$ cat src/rtl/phy_irq_defs.svh
// Register indices, field positions, reset values of the PHY event block.
// Assumes inclusion by bare name from the design files.
`ifndef PHY_IRQ_DEFS_SVH
`define PHY_IRQ_DEFS_SVH

// Register indices on the management port
`define IDX_EVENT_CLEAR 5'h1C
`define IDX_EVENT_FLAGS 5'h1D
`define IDX_EVENT_MASK  5'h1E
`define IDX_SPECIAL     5'h1F

// Event field, bits 7 down to 1
`define EVT_HI          7
`define EVT_LO          1
`define EVT_COUNT       7
`define MASK_RESET      7'h00

// Special control/status fields
`define AUTODONE_BIT    12
`define RSV_HI          11
`define RSV_LO          5
`define RSV_RESET       7'h02
`define SPEED_HI        4
`define SPEED_LO        2
`define SPEED_EXT_RESET 3'h2
`define SPEED_INT_RESET 3'h0
`define LOW_HI          1
`define LOW_LO          0
`define LOW_RESET       2'h0

`endif

$ cat src/rtl/phy_irq_pkg.sv
// Types shared by the PHY event block and its helpers.
// Assumes compilation before every design module.
package phy_irq_pkg;

	typedef logic [4:0] reg_index_t;

	// One management access
	typedef struct packed {
		reg_index_t  addr;
		logic [15:0] wdata;
		logic        write;
		logic        read;
	} reg_req_t;

	// Live status from the PHY core
	typedef struct packed {
		logic       autoneg_done;
		logic       speed_valid;
		logic [2:0] speed_code;
		logic       ext_mii_mode;
	} phy_status_t;

	// Whole state of the top module
	typedef struct packed {
		logic [6:0]  mask;
		logic [6:0]  rsv_field;
		logic [1:0]  low_bits;
		logic        autodone;
		logic [2:0]  speed;
		logic        speed_init;
		logic [15:0] rdata;
		logic        irq;
	} top_state_t;

	typedef struct packed {
		logic [1:0] stage;
	} sync_state_t;

	typedef struct packed {
		logic [6:0] flags;
	} flag_state_t;

endpackage

$ cat src/rtl/event_flag_latch.sv
// Sticky event flags: set by enabled events, cleared by read or write.
// Assumes set, enable and clears come from logic on the same clock.
module event_flag_latch #(
	parameter int WIDTH = 7
) (
	input  wire logic             clock,
	input  wire logic             reset_sync_n,
	input  wire logic [WIDTH-1:0] set_bits,
	input  wire logic [WIDTH-1:0] enable_bits,
	input  wire logic             clear_all,
	input  wire logic [WIDTH-1:0] clear_bits,
	output logic [WIDTH-1:0]      flags
);

	phy_irq_pkg::flag_state_t st;
	phy_irq_pkg::flag_state_t next_st;
	logic [WIDTH-1:0]         next_flags;

	// Per bit: an enabled event wins over any clear in the same cycle
	for (genvar i = 0; i < WIDTH; i++) begin : g_bit
		assign next_flags[i] = (set_bits[i] & enable_bits[i])
			| (st.flags[i] & ~clear_all & ~clear_bits[i]);
	end

	always_comb begin
		next_st.flags = next_flags;
	end

	always_ff @(posedge clock or negedge reset_sync_n) begin
		if (!reset_sync_n) begin
			st <= '0;
		end else begin
			st <= next_st;
		end
	end

	assign flags = st.flags;

endmodule

$ cat src/rtl/phy_irq_mask_special_status.sv
// PHY event mask, event flags and special control/status registers.
// Assumes a one-cycle management port and PHY status on the same clock.
//
// Added by the designer: the strobed register port.
`include "phy_irq_defs.svh"

module phy_irq_mask_special_status (
	input  wire logic                     clock,
	input  wire logic                     resetn,
	input  wire phy_irq_pkg::reg_req_t    reg_req,
	input  wire phy_irq_pkg::phy_status_t phy_stat,
	input  wire logic [6:0]               event_pulse,
	output logic [15:0]                   rdata,
	output logic                          irq
);

	localparam phy_irq_pkg::top_state_t ST_RESET = '{
		mask:       `MASK_RESET,
		rsv_field:  `RSV_RESET,
		low_bits:   `LOW_RESET,
		autodone:   1'b0,
		speed:      `SPEED_INT_RESET,
		speed_init: 1'b0,
		rdata:      16'h0000,
		irq:        1'b0
	};

	logic                     reset_sync_n;
	phy_irq_pkg::top_state_t  st;
	phy_irq_pkg::top_state_t  next_st;
	logic [6:0]               flags;
	logic [6:0]               clear_bits;
	logic [6:0]               armed;
	logic                     flags_read;
	logic                     hit_clear;
	logic                     hit_flags;
	logic                     hit_mask;
	logic                     hit_special;
	logic                     pending;
	logic [2:0]               speed_shown;

	// Reset release aligned to the clock
	reset_sync u_reset_sync (
		.clock        (clock),
		.resetn       (resetn),
		.reset_sync_n (reset_sync_n)
	);

	// Address decode
	assign hit_clear   = (reg_req.addr == `IDX_EVENT_CLEAR);
	assign hit_flags   = (reg_req.addr == `IDX_EVENT_FLAGS);
	assign hit_mask    = (reg_req.addr == `IDX_EVENT_MASK);
	assign hit_special = (reg_req.addr == `IDX_SPECIAL);

	// Clear sources for the sticky flags
	assign flags_read = reg_req.read & hit_flags;
	assign clear_bits = (reg_req.write & hit_clear) ? reg_req.wdata[`EVT_HI:`EVT_LO] : 7'h00;

	// Events that the mask lets through
	assign armed   = event_pulse & st.mask;
	assign pending = |(flags & st.mask);

	// start value shown until the first load
	assign speed_shown = st.speed_init ? st.speed
		: (phy_stat.ext_mii_mode ? `SPEED_EXT_RESET : `SPEED_INT_RESET);

	event_flag_latch #(
		.WIDTH (`EVT_COUNT)
	) u_flags (
		.clock        (clock),
		.reset_sync_n (reset_sync_n),
		.set_bits     (event_pulse),
		.enable_bits  (st.mask),
		.clear_all    (flags_read),
		.clear_bits   (clear_bits),
		.flags        (flags)
	);

	// Next state: register writes, status capture, read mux
	always_comb begin
		next_st = st;
		if (reg_req.write && hit_mask) begin
			next_st.mask = reg_req.wdata[`EVT_HI:`EVT_LO];
		end
		if (reg_req.write && hit_special) begin
			next_st.rsv_field = reg_req.wdata[`RSV_HI:`RSV_LO];
			next_st.low_bits  = reg_req.wdata[`LOW_HI:`LOW_LO];
		end
		next_st.autodone = phy_stat.autoneg_done;
		if (!st.speed_init) begin
			next_st.speed_init = 1'b1;
			next_st.speed      = phy_stat.ext_mii_mode ? `SPEED_EXT_RESET : `SPEED_INT_RESET;
		end else if (phy_stat.speed_valid) begin
			next_st.speed = phy_stat.speed_code;
		end
		next_st.irq = pending;
		next_st.rdata = 16'h0000;
		if (reg_req.read) begin
			case (reg_req.addr)
				`IDX_EVENT_FLAGS: begin
					next_st.rdata[`EVT_HI:`EVT_LO] = flags;
				end
				`IDX_EVENT_MASK: begin
					next_st.rdata[`EVT_HI:`EVT_LO] = st.mask;
				end
				`IDX_SPECIAL: begin
					next_st.rdata[`AUTODONE_BIT]     = st.autodone;
					next_st.rdata[`RSV_HI:`RSV_LO]   = st.rsv_field;
					next_st.rdata[`SPEED_HI:`SPEED_LO] = speed_shown;
					next_st.rdata[`LOW_HI:`LOW_LO]   = st.low_bits;
				end
				default: begin
					next_st.rdata = 16'h0000;
				end
			endcase
		end
	end

	// State register
	always_ff @(posedge clock or negedge reset_sync_n) begin
		if (!reset_sync_n) begin
			st <= ST_RESET;
		end else begin
			st <= next_st;
		end
	end

	assign rdata = st.rdata;
	assign irq   = st.irq;
endmodule

$ cat src/rtl/reset_sync.sv
// Two-stage synchroniser for the release of the active-low reset.
// Assumes resetn may drop at any time; release is made clock-aligned.
module reset_sync (
	input  wire logic clock,
	input  wire logic resetn,
	output logic      reset_sync_n
);

	phy_irq_pkg::sync_state_t st;
	phy_irq_pkg::sync_state_t next_st;

	// Shift ones in; only the second stage is looked at
	always_comb begin
		next_st.stage = {st.stage[0], 1'b1};
	end

	always_ff @(posedge clock or negedge resetn) begin
		if (!resetn) begin
			st <= '0;
		end else begin
			st <= next_st;
		end
	end

	assign reset_sync_n = st.stage[1];

endmodule

$ cat config.mk
export PLATFORM = sky130hd
export DESIGN_NAME = phy_irq_mask_special_status
export DESIGN_NICKNAME = d
export VERILOG_FILES = /design/src/rtl/phy_irq_pkg.sv /design/src/rtl/event_flag_latch.sv /design/src/rtl/phy_irq_mask_special_status.sv /design/src/rtl/reset_sync.sv
export VERILOG_INCLUDE_DIRS = /design/src /design/src/rtl
export SDC_FILE = /design/constraint.sdc
export NUM_CORES = 1
export LEC_CHECK = 0
export BUFFER_PORTS_ARGS = -buffer_cell sky130_fd_sc_hd__clkbuf_2
export CAP_MARGIN = 20
export CELL_PAD_IN_SITES_DETAIL_PLACEMENT = 0
export CELL_PAD_IN_SITES_GLOBAL_PLACEMENT = 2
export CORE_MARGIN = 1
export CORE_UTILIZATION = 30
export DETAILED_ROUTE_END_ITERATION = 7
export GPL_TIMING_DRIVEN = 0
export PLACE_DENSITY = 0.77
export SLEW_MARGIN = 5
export SYNTH_ARGS = -nofsm -noshare
export SYNTH_HDL_FRONTEND = slang
export SYNTH_SLANG_ARGS = --single-unit
$ cat constraint.sdc
create_clock -name clock -period 1.3 [get_ports clock]
set_clock_uncertainty 0.1 [all_clocks]
set_input_delay 0.065 -clock clock [delete_from_list [all_inputs] [get_ports clock]]
set_output_delay 0.065 -clock clock [all_outputs]
set_load 0.01 [all_outputs]
==> impl_metrics.tcl, run 1 <==
set metrics [dict create \
    core-area_um2 6350 \
    run_status "completed" \
    dieArea_um2 6897 \
    die_h_um 83.05 \
    rsz0062_at_grt "no" \
    worstPathBufferInverterCount 2 \
    viasPerCell 4.508 \
    num_rows 29 \
    start_util 0.3103 \
    cts_setup_buffers 0 \
    ys_ff_latch 44 \
    fmax_mhz 804.5 \
    leakage_nw 1.274 \
    post-route-period-util 0.9561 \
    holdWs_ns 0.02276 \
    grt_util_all_layers 0.1255 \
    crit_required_ns 1.39 \
    cts.sink_count 44 \
    crit_type "in2reg" \
    diodes 0 \
    route.detailed.drc 0 \
    irDropWorstVdd_mv 0.5731 \
    antenna_found_initial 0 \
    layout.nets 271 \
    cp_slowest_cell "dlygate4sd3_1" \
    cp-end-kind "flop" \
    syn-mean-instance-area_um2 13.23 \
    insertion_delay_ns 0.30 \
    start_kind "input pin" \
    setup_violations 0 \
    critical_path_arrival_ns 1.33 \
    cts_buffers 5 \
    cap_violations 0 \
    slowest_delay_ns 0.52 \
    clockBufferDepth 2 \
    clk_pin_slew_ns 0.08 \
    yosysUniqueCellTypes 25 \
    grt-ovfl-total 0 \
    vias 1402 \
    yosys-top-cells-area "dfrtp_1 55%, mux2_4 12%, buf_4 6.5%" \
    crit_family "buffers and inverters" \
    multi_input_area_um2 699.4 \
    fin_crit_ns 1.243 \
    power_mw 3.069 \
    drive_gt1_frac 0.4359 \
    slew_viol_final 0 \
    cts.repair.resized 0 \
    ant_nets 0 \
    hold_violations 0 \
    crit_chain "dlygate4sd3_1 > clkbuf_2 > nand3_1 > a32o_1" \
    pwr_density_cell_nw_per_um2 1144 \
    grt_pass1_wl_um 6672 \
    h-tree-depth 2 \
    relSlewSlack 0.4096 \
    final-seq-area_um2 1104 \
    ys_seq_area_frac 0.5594 \
    synth_edf_count 0 \
    die_x_um 83.05 \
    ys.flop_type "dfrtp_1" \
    synth_top_area_share 0.5460 \
    port_buffers 47 \
    yosysMostFrequentCell "dfrtp_1" \
    syn_area_um2 1971 \
    drt_pass1_iterations 4 \
    yosysWarnings 0 \
    routedWlPerCell_um 12.66 \
    dp_hpwl_um 2818 \
    tightest_slew_ns 0.8856 \
    grt_pass1_vias 1357 \
    layout_setup_ws_ns 0.05703 \
    clockRootBuffer "clkbuf_8" \
    synth_commonest_cells "43 x dfrtp_1, 17 x buf_4, 16 x mux2_4" \
    place_congestion 0.7355 \
    fill_cells 640 \
    min_path_type "in2reg" \
    yosysTopAreaCell "dfrtp_1" \
    postRouteWirelength_um 3938 \
    fin_util 0.4225 \
    drtIter0Drc 71 \
    pre_cts_ws_ns -0.1142 \
    ioPinCount 55 \
    grt_max_degree 43 \
    critical_path.max_fanout 7 \
    synthCells 149 \
    cts_tree "yes" \
    area_growth_pct 36.13 \
    async_reset_ff_frac 1.000 \
]
## sequential cells by signal, indices dropped and copies added (netlist names)
name,flops
irq,1
rdata,13
st,21
u_flags.flags,7
u_reset_sync.st,2
## per-layer routing
metal  share of wire  routed length (um)  vias to the layer above  global-route usage
met5               0                   0                        -                   0
met4           0.015                  61                        0             0.05643
met3           0.055                 217                        5             0.03380
met2            0.47                1854                       47              0.1885
met1            0.46                1805                      663              0.1696
li1                -                   -                      687                   -
## cells by family (layout without fill, tap and decap cells)
family	Yosys count	count (layout)	synth area share
buf+inv	23	105	0.09142
other cells	2	5	0.003811
simple gates	35	35	0.1073
mux	20	20	0.1429
flops	44	44	0.5594
compound gates	25	25	0.09523
## through the flow
stage / instance area (um^2) / TNS [ns] / cells
final: 2683 / 0 / 311
after global routing: 2683 / 0 / 311
after CTS: 2683 / 0 / 311
after detailed placement: 2315 / -1.843 / 276
after global placement: 2315 / -1.829 / 276
after floorplan: 1983 / 0 / 152
## tightest hold or removal path: cells and delay by family
kind	cells	cell delay, ns
buf+inv	1	0.13
mux	1	0.08
simple gates	1	0.11
## area by class of cell
cell class,instances,share of cell area
flip-flops and latches,44,0.4114
repair buffers,74,0.1884
multi-input cells,85,0.2607
well taps,77,0.03591
clock buffers,6,0.03078
plain buffers,23,0.06716
clock inverters,2,0.005597
## repair_timing
item                       4_1_cts  5_1_grt
hold endpoints to repair        30        0
setup endpoints to repair        0        0
hold buffers                    27        0
## cells in the final DEF (no fill, tap or decap), types with 2 or more instances in the layout
master and count:
and2_1 7, and2_4 2, nor2b_1 4, mux2_4 16, a22oi_1 9, dlygate4sd3_1 27, dfrtp_1 42, nand4_1 3
a32o_1 7, clkbuf_8 6, a21oi_1 7, mux2i_1 3, conb_1 5, buf_2 2, nand3_1 13, buf_4 17
clkbuf_2 48, buf_6 2, clkinvlp_4 2, and3_2 2, nor2_1 2
## final timing paths
check                                    from                  to  slack, ns  depth (start not counted)
max                                reg_req[0]    u_flags.flags[1]       0.06                          4
max reg2reg                            st[17]            rdata[3]       0.09                          3
min                               phy_stat[4]              st[18]       0.02                          3
min in group asynchronous  u_reset_sync.st[1]              st[23]       0.30                          0
max in group asynchronous  u_reset_sync.st[1]              st[18]       0.25                          0
min reg2reg                u_reset_sync.st[0]  u_reset_sync.st[1]       0.26                          0
## where the power goes
group / internal, mW / switching [mW] / leakage, nW
sequential: 1.54 / 0.148 / 0.544
combinational: 0.327 / 0.154 / 0.686
clock: 0.430 / 0.466 / 0.0434
Note: power is estimated with default switching activity, not from simulation.
==> run 2, diff against run 1 <==
--- a/config.mk
+++ b/config.mk
@@ -7,15 +7,16 @@
 export NUM_CORES = 1
 export LEC_CHECK = 0
 export BUFFER_PORTS_ARGS = -buffer_cell sky130_fd_sc_hd__clkbuf_2
-export CAP_MARGIN = 20
+export CAP_MARGIN = 15
 export CELL_PAD_IN_SITES_DETAIL_PLACEMENT = 0
 export CELL_PAD_IN_SITES_GLOBAL_PLACEMENT = 2
 export CORE_MARGIN = 1
-export CORE_UTILIZATION = 30
+export CORE_UTILIZATION = 29
 export DETAILED_ROUTE_END_ITERATION = 7
 export GPL_TIMING_DRIVEN = 0
 export PLACE_DENSITY = 0.77
 export SLEW_MARGIN = 5
 export SYNTH_ARGS = -nofsm -noshare
 export SYNTH_HDL_FRONTEND = slang
+export SYNTH_HIERARCHICAL = 1
 export SYNTH_SLANG_ARGS = --single-unit
==> constraint.sdc (replaced) <==
create_clock -name clock -period 1.3 [get_ports clock]
set_clock_uncertainty 0.1 [all_clocks]
set_input_delay 0.13 -clock clock [delete_from_list [all_inputs] [get_ports clock]]
set_output_delay 0.13 -clock clock [all_outputs]
set_load 0.01 [all_outputs]
==> run 2 against run 1 <==
Sequential power about the same. Core utilization decreased by 0.36 points. Register-to-register slack gained 0.02 ns. Cell area is 0.28% lower. Worst setup slack gained 0.033 ns. Count of clock-buffer cells in the layout unchanged. Global-route usage grew 0.30 points. Fmax grew 2.8%. Non-clock buffer count is 5 lower. Critical path type unchanged. Die area rose by 1.4%.
==> impl_metrics.tcl, run 2 <==
set metrics [dict create \
    run_status "completed" \
    final-instance-count-excl-fill 322 \
    viasPerCell 4.382 \
    port_buffers 47 \
    cts_tree "yes" \
    dieArea_um2 6996 \
    core-area_um2 6386 \
    tightest_slew_ns 0.5429 \
    place_congestion 0.7019 \
    syn-mean-instance-area_um2 12.01 \
    vias 1411 \
    layout_common_cells "48 x clkbuf_2, 41 x dfrtp_1, 22 x dlygate4sd3_1, 21 x mux2_2, 21 x buf_4" \
    grt_max_degree 43 \
    final_common_cell "clkbuf_2" \
    routedWlPerCell_um 12.77 \
    irDropWorstVdd_mv 0.4470 \
    start_kind "input pin" \
    grt_pass1_vias 1401 \
    multi_input_area_um2 737.0 \
    r2r_setup_slack_ns 0.11 \
    dp_hpwl_um 2886 \
    cap_violations 0 \
    rsz0062_at_grt "no" \
    clk_pin_slew_ns 0.08 \
    post-route-period-util 0.9305 \
    postRouteWirelength_um 4112 \
    yosysUniqueCellTypes 28 \
    ys_seq_area_frac 0.5702 \
    placed_area_um2 2280 \
    async_reset_ff_frac 1.000 \
    syn_area_um2 1933 \
    synth_top_area_share 0.5566 \
    synthCells 161 \
    cts_buffers 5 \
    antenna_found_initial 0 \
    die_h_um 83.65 \
    cts.sink_count 44 \
    pwr_density_cell_nw_per_um2 1192 \
    clockRootBuffer "clkbuf_8" \
    ant_nets 0 \
    yosys-top-cells-area "dfrtp_1 56%, mux2_2 12%, buf_4 6.2%" \
    h-tree-depth 2 \
    synth_commonest_cells "43 x dfrtp_1, 21 x mux2_2, 16 x buf_4" \
    route.detailed.drc 0 \
    largest-register "st" \
    yosysMostFrequentCell "dfrtp_1" \
    hold_violations 0 \
    insertion_delay_ns 0.30 \
    dpl.cell_count 287 \
    yosysTopAreaCell "dfrtp_1" \
    final-seq-area_um2 1107 \
    drive_gt1_frac 0.4367 \
    largest_reg_flops 21 \
    relSlewSlack 0.6381 \
    leakage_nw 1.300 \
    yosysWarnings 6 \
    layout.nets 282 \
    num_rows 29 \
    clockBufferDepth 2 \
    area_growth_pct 38.38 \
    crit_type "in2reg" \
    min_path_type "in2reg" \
    ys_ff_latch 44 \
    synth_edf_count 0 \
    drtIter0Drc 68 \
    critical_path.max_fanout 2 \
    ioPinCount 55 \
    fin_crit_ns 1.210 \
    cp-end-kind "flop" \
    slew_viol_final 0 \
    crit_required_ns 1.38 \
    setup_violations 0 \
    start_util 0.3027 \
    ys.flop_type "dfrtp_1" \
    drt_pass1_iterations 4 \
    grt_util_all_layers 0.1285 \
    diodes 0 \
    fin_area_um2 2675 \
    fill_cells 655 \
    grt_pass1_wl_um 6982 \
    critical_path_arrival_ns 1.29 \
    fmax_mhz 826.7 \
    grt-ovfl-total 0 \
    die_x_um 83.65 \
]
run 2: worst max-delay path: stages:
cell and delay [ns]:
dlygate4sd3_1 0.54, clkbuf_2 0.11, mux2_2 0.26, o211ai_1 0.16, a21oi_1 0.09
run 2: metrics by stage:
step                worst slack [ns]  utilization  power [mW]  setup TNS (ns)  hold WS, ns
floorplan                    0.01299            -       1.960               0      -0.2656
global placement             -0.6169       0.3570       2.121          -8.261      -0.1810
detailed placement           -0.6234       0.3570       2.133          -8.744      -0.1793
CTS                        0.0006649       0.4138       3.226               0     0.009568
global route                 0.02768       0.4189       3.374               0      0.04233
finish                       0.09036       0.4189       3.190               0      0.01458
run 2: cell families (layout without fill, tap and decap cells):
kind of cell,count (synthesis),in the layout,share of synthesized area
AOI/OAI and AO/OA,21,21,0.07379
buffers and inverters,19,101,0.06860
DFF,44,44,0.5702
muxes,24,24,0.1379
other,3,5,0.005825
and+or+nand+nor,50,50,0.1437
run 2: power breakdown:
part           switching [mW]  internal, mW
Combinational           0.183         0.288
Sequential              0.155          1.55
Clock                   0.448         0.570
run 2: path summary, 6_finish.rpt:
path / from / end / cells after the start
max: phy_stat[0] / rdata[3] / 5
min reg2reg: u_reset_sync/st[1] / st[23] / 0
max in group asynchronous: u_reset_sync/st[1] / st[17] / 0
min in group asynchronous: resetn / u_reset_sync/st[1] / 2
min: phy_stat[1] / st[18] / 3
max reg2reg: st[17] / rdata[3] / 3
run 2: repair_timing:
| item | 4_1_cts | 5_1_grt |
|---|---|---|
| endpoints found under the hold margin | 25 | 0 |
| buffers inserted | 2 | 3 |
| pin swaps | 1 | 2 |
| setup endpoints to repair | 10 | 15 |
| resized for setup | 3 | 5 |
| cloned | 0 | 0 |
| hold buffers | 22 | 0 |
run 2: final cells by class:
cell class	count	area share
clock buffers	6	0.02713
flip-flops and latches	44	0.4139
plain buffers	18	0.04864
well taps	77	0.03601
clock inverters	2	0.01310
repair buffers	74	0.1843
multi-input cells	100	0.2755
inverters	1	0.001403
run 2: metal layers:
metal,GRT usage,vias up,share of wire,wire [um]
met4,0.04622,0,0.013,53
met1,0.1680,673,0.46,1887
met2,0.2033,33,0.48,1989
li1,-,701,-,-
met5,0,-,0,0
met3,0.03660,4,0.044,182
==> run 3, diff against run 2 <==
--- a/config.mk
+++ b/config.mk
@@ -6,15 +6,15 @@
 export SDC_FILE = /design/constraint.sdc
 export NUM_CORES = 1
 export LEC_CHECK = 0
-export BUFFER_PORTS_ARGS = -buffer_cell sky130_fd_sc_hd__clkbuf_2
 export CAP_MARGIN = 15
 export CELL_PAD_IN_SITES_DETAIL_PLACEMENT = 0
 export CELL_PAD_IN_SITES_GLOBAL_PLACEMENT = 2
 export CORE_MARGIN = 1
-export CORE_UTILIZATION = 29
+export CORE_UTILIZATION = 35
 export DETAILED_ROUTE_END_ITERATION = 7
+export DONT_BUFFER_PORTS = 1
 export GPL_TIMING_DRIVEN = 0
-export PLACE_DENSITY = 0.77
+export PLACE_DENSITY = 0.76
 export SLEW_MARGIN = 5
 export SYNTH_ARGS = -nofsm -noshare
 export SYNTH_HDL_FRONTEND = slang
==> run 3 against run 2 <==
Sequential power hardly changed. Highest routed layer unchanged. Largest power group unchanged. Critical path depth is 2 lower. Count of clock-buffer cells in the layout is 2 higher. Core utilization is 4.8 points higher. Cell area is 9.1% lower. Total power is 7.4% lower. Non-clock buffer count is 45 lower.
==> impl_metrics.tcl, run 3 (synthesis results as in run 2) <==
set metrics [dict create \
    run_status "completed" \
    hold_depth 2 \
    cts_buffers 5 \
    core-area_um2 5205 \
    clockRootBuffer "clkbuf_8" \
    final-instance-count-excl-fill 270 \
    crit_chain "mux2_2 > o211ai_1 > a21oi_1" \
    critical_path_arrival_ns 1.31 \
    grt_pass1_wl_um 6561 \
    crit_family "flip-flops" \
    antenna_found_initial 0 \
    critical_path.max_fanout 7 \
    grt_pass1_vias 1342 \
    slew_viol_final 0 \
    holdPathEnd "st[33]" \
    drive_gt1_frac 0.2650 \
    leakage_nw 1.086 \
    ioPinCount 55 \
    power_mw 2.954 \
    drtIter0Drc 52 \
    worstPathBufferInverterCount 0 \
    clk_pin_slew_ns 0.08 \
    viasPerCell 4.644 \
    cts_tree "yes" \
    die_x_um 76.32 \
    die_h_um 76.32 \
    clockBufferDepth 2 \
    reg2reg_to "rdata[3]" \
    area_growth_pct 25.76 \
    hold_violations 0 \
    tightest_slew_ns 0.8829 \
    h-tree-depth 2 \
    diodes 0 \
    cts.sink_count 44 \
    fmax_mhz 800.2 \
    cp-end-kind "flop" \
    drt_pass1_iterations 5 \
    vias 1254 \
    dp_hpwl_um 2795 \
    route.detailed.drc 0 \
    final_common_cell "dfrtp_1" \
    layout_common_cells "41 x dfrtp_1, 29 x dlygate4sd3_1, 21 x mux2_2, 16 x buf_4, 13 x and2_1" \
    fin_util 0.4671 \
    place_congestion 0.8340 \
    routedWlPerCell_um 14.23 \
    r2r_setup_slack_ns 0.05 \
    relSlewSlack 0.4114 \
    irDropWorstVdd_mv 0.8120 \
    worstRegToRegCells 3 \
    num_rows 26 \
    crit_required_ns 1.36 \
    dpl.cell_count 233 \
    port_buffers 0 \
    fin_crit_ns 1.250 \
    start_kind "flop" \
    slowest_delay_ns 0.41 \
    layout_setup_ws_ns 0.05026 \
    grt_util_all_layers 0.1472 \
    setup_violations 0 \
    crit_type "reg2reg" \
    r2r_start "st[17]" \
    post-route-period-util 0.9613 \
    pwr_density_cell_nw_per_um2 1215 \
    grt_max_degree 43 \
    largest-register "st" \
    grt-ovfl-total 0 \
    cp_slowest_cell "dfrtp_2" \
    rsz0062_at_grt "yes" \
    postRouteWirelength_um 3843 \
    start_util 0.3714 \
    min_path_type "in2reg" \
    largest_reg_flops 21 \
    layout.nets 237 \
    min_from "reg_req[18]" \
    insertion_delay_ns 0.29 \
    dieArea_um2 5824 \
    cts_setup_buffers 0 \
    ant_nets 0 \
    pre_cts_ws_ns -0.5179 \
    cap_violations 0 \
]
[run 3: cell types whose count changed in the layout (fill, tap and decap cells not counted), moves of 2 or more]
cell,previous run,this run
dlygate4sd3_1,22,29
buf_4,21,16
clkbuf_1,1,3
clkbuf_2,48,0
[run 3: layer usage]
| metal | wire [um] | up-vias | GRT usage |
|---|---|---|---|
| met5 | 0 | - | 0 |
| met4 | 47 | 0 | 0.05769 |
| met3 | 212 | 5 | 0.04671 |
| met2 | 1974 | 32 | 0.2523 |
| met1 | 1609 | 607 | 0.1704 |
| li1 | - | 610 | - |
[run 3: where the power goes]
part	internal [mW]	total [mW]	leakage (nW)	switching (mW)
combinational	0.253	0.400	0.498	0.147
clock	0.433	0.841	0.0455	0.408
sequential	1.55	1.71	0.543	0.167
[run 3: how the worst max path moves through the flow]
stage,start,end,slack [ns],cells past startpoint
floorplan,reg_req[18],u_flags/flags[2],0.01,4
global placement,reg_req[22],u_flags/flags[2],-0.49,4
detailed placement,reg_req[22],u_flags/flags[2],-0.52,4
CTS,st[17],rdata[3],0.007,3
global route,st[17],rdata[3],-0.05,3
finish,st[17],rdata[3],0.05,3
[run 3: through the flow]
stage                     hold slack, ns  setup TNS, ns  cell area, um^2
final                            0.04681              0             2431
after global routing             0.03213       -0.04923             2431
after CTS                        0.04144              0             2421
after detailed placement         -0.2655         -3.911             2036
after global placement           -0.2655         -3.739             2036
after floorplan                  -0.2656              0             1948
[run 3: layout make-up]
class                      instances  area (um^2)
buffer                            18        128.9
clock buffer                       8        90.09
fill                             513         2774
inverter                           1        3.754
multi-input combinational        100        725.7
sequential                        44         1105
tap                               70        87.58
timing repair buffer              29        290.3
[run 3: what timing repair did]
action / 4_1_cts / 5_1_grt
hold endpoints to repair: 32 / 0
endpoints found under the setup margin: 7 / 3
pin swaps: 0 / 0
gates resized for setup: 1 / 2
hold buffers: 29 / 0
[run 3: worst register-to-register path: stages, from the launching register on]
cell	delay, ns
dfrtp_2	0.41
mux2_2	0.35
o211ai_1	0.17
a21oi_1	0.10
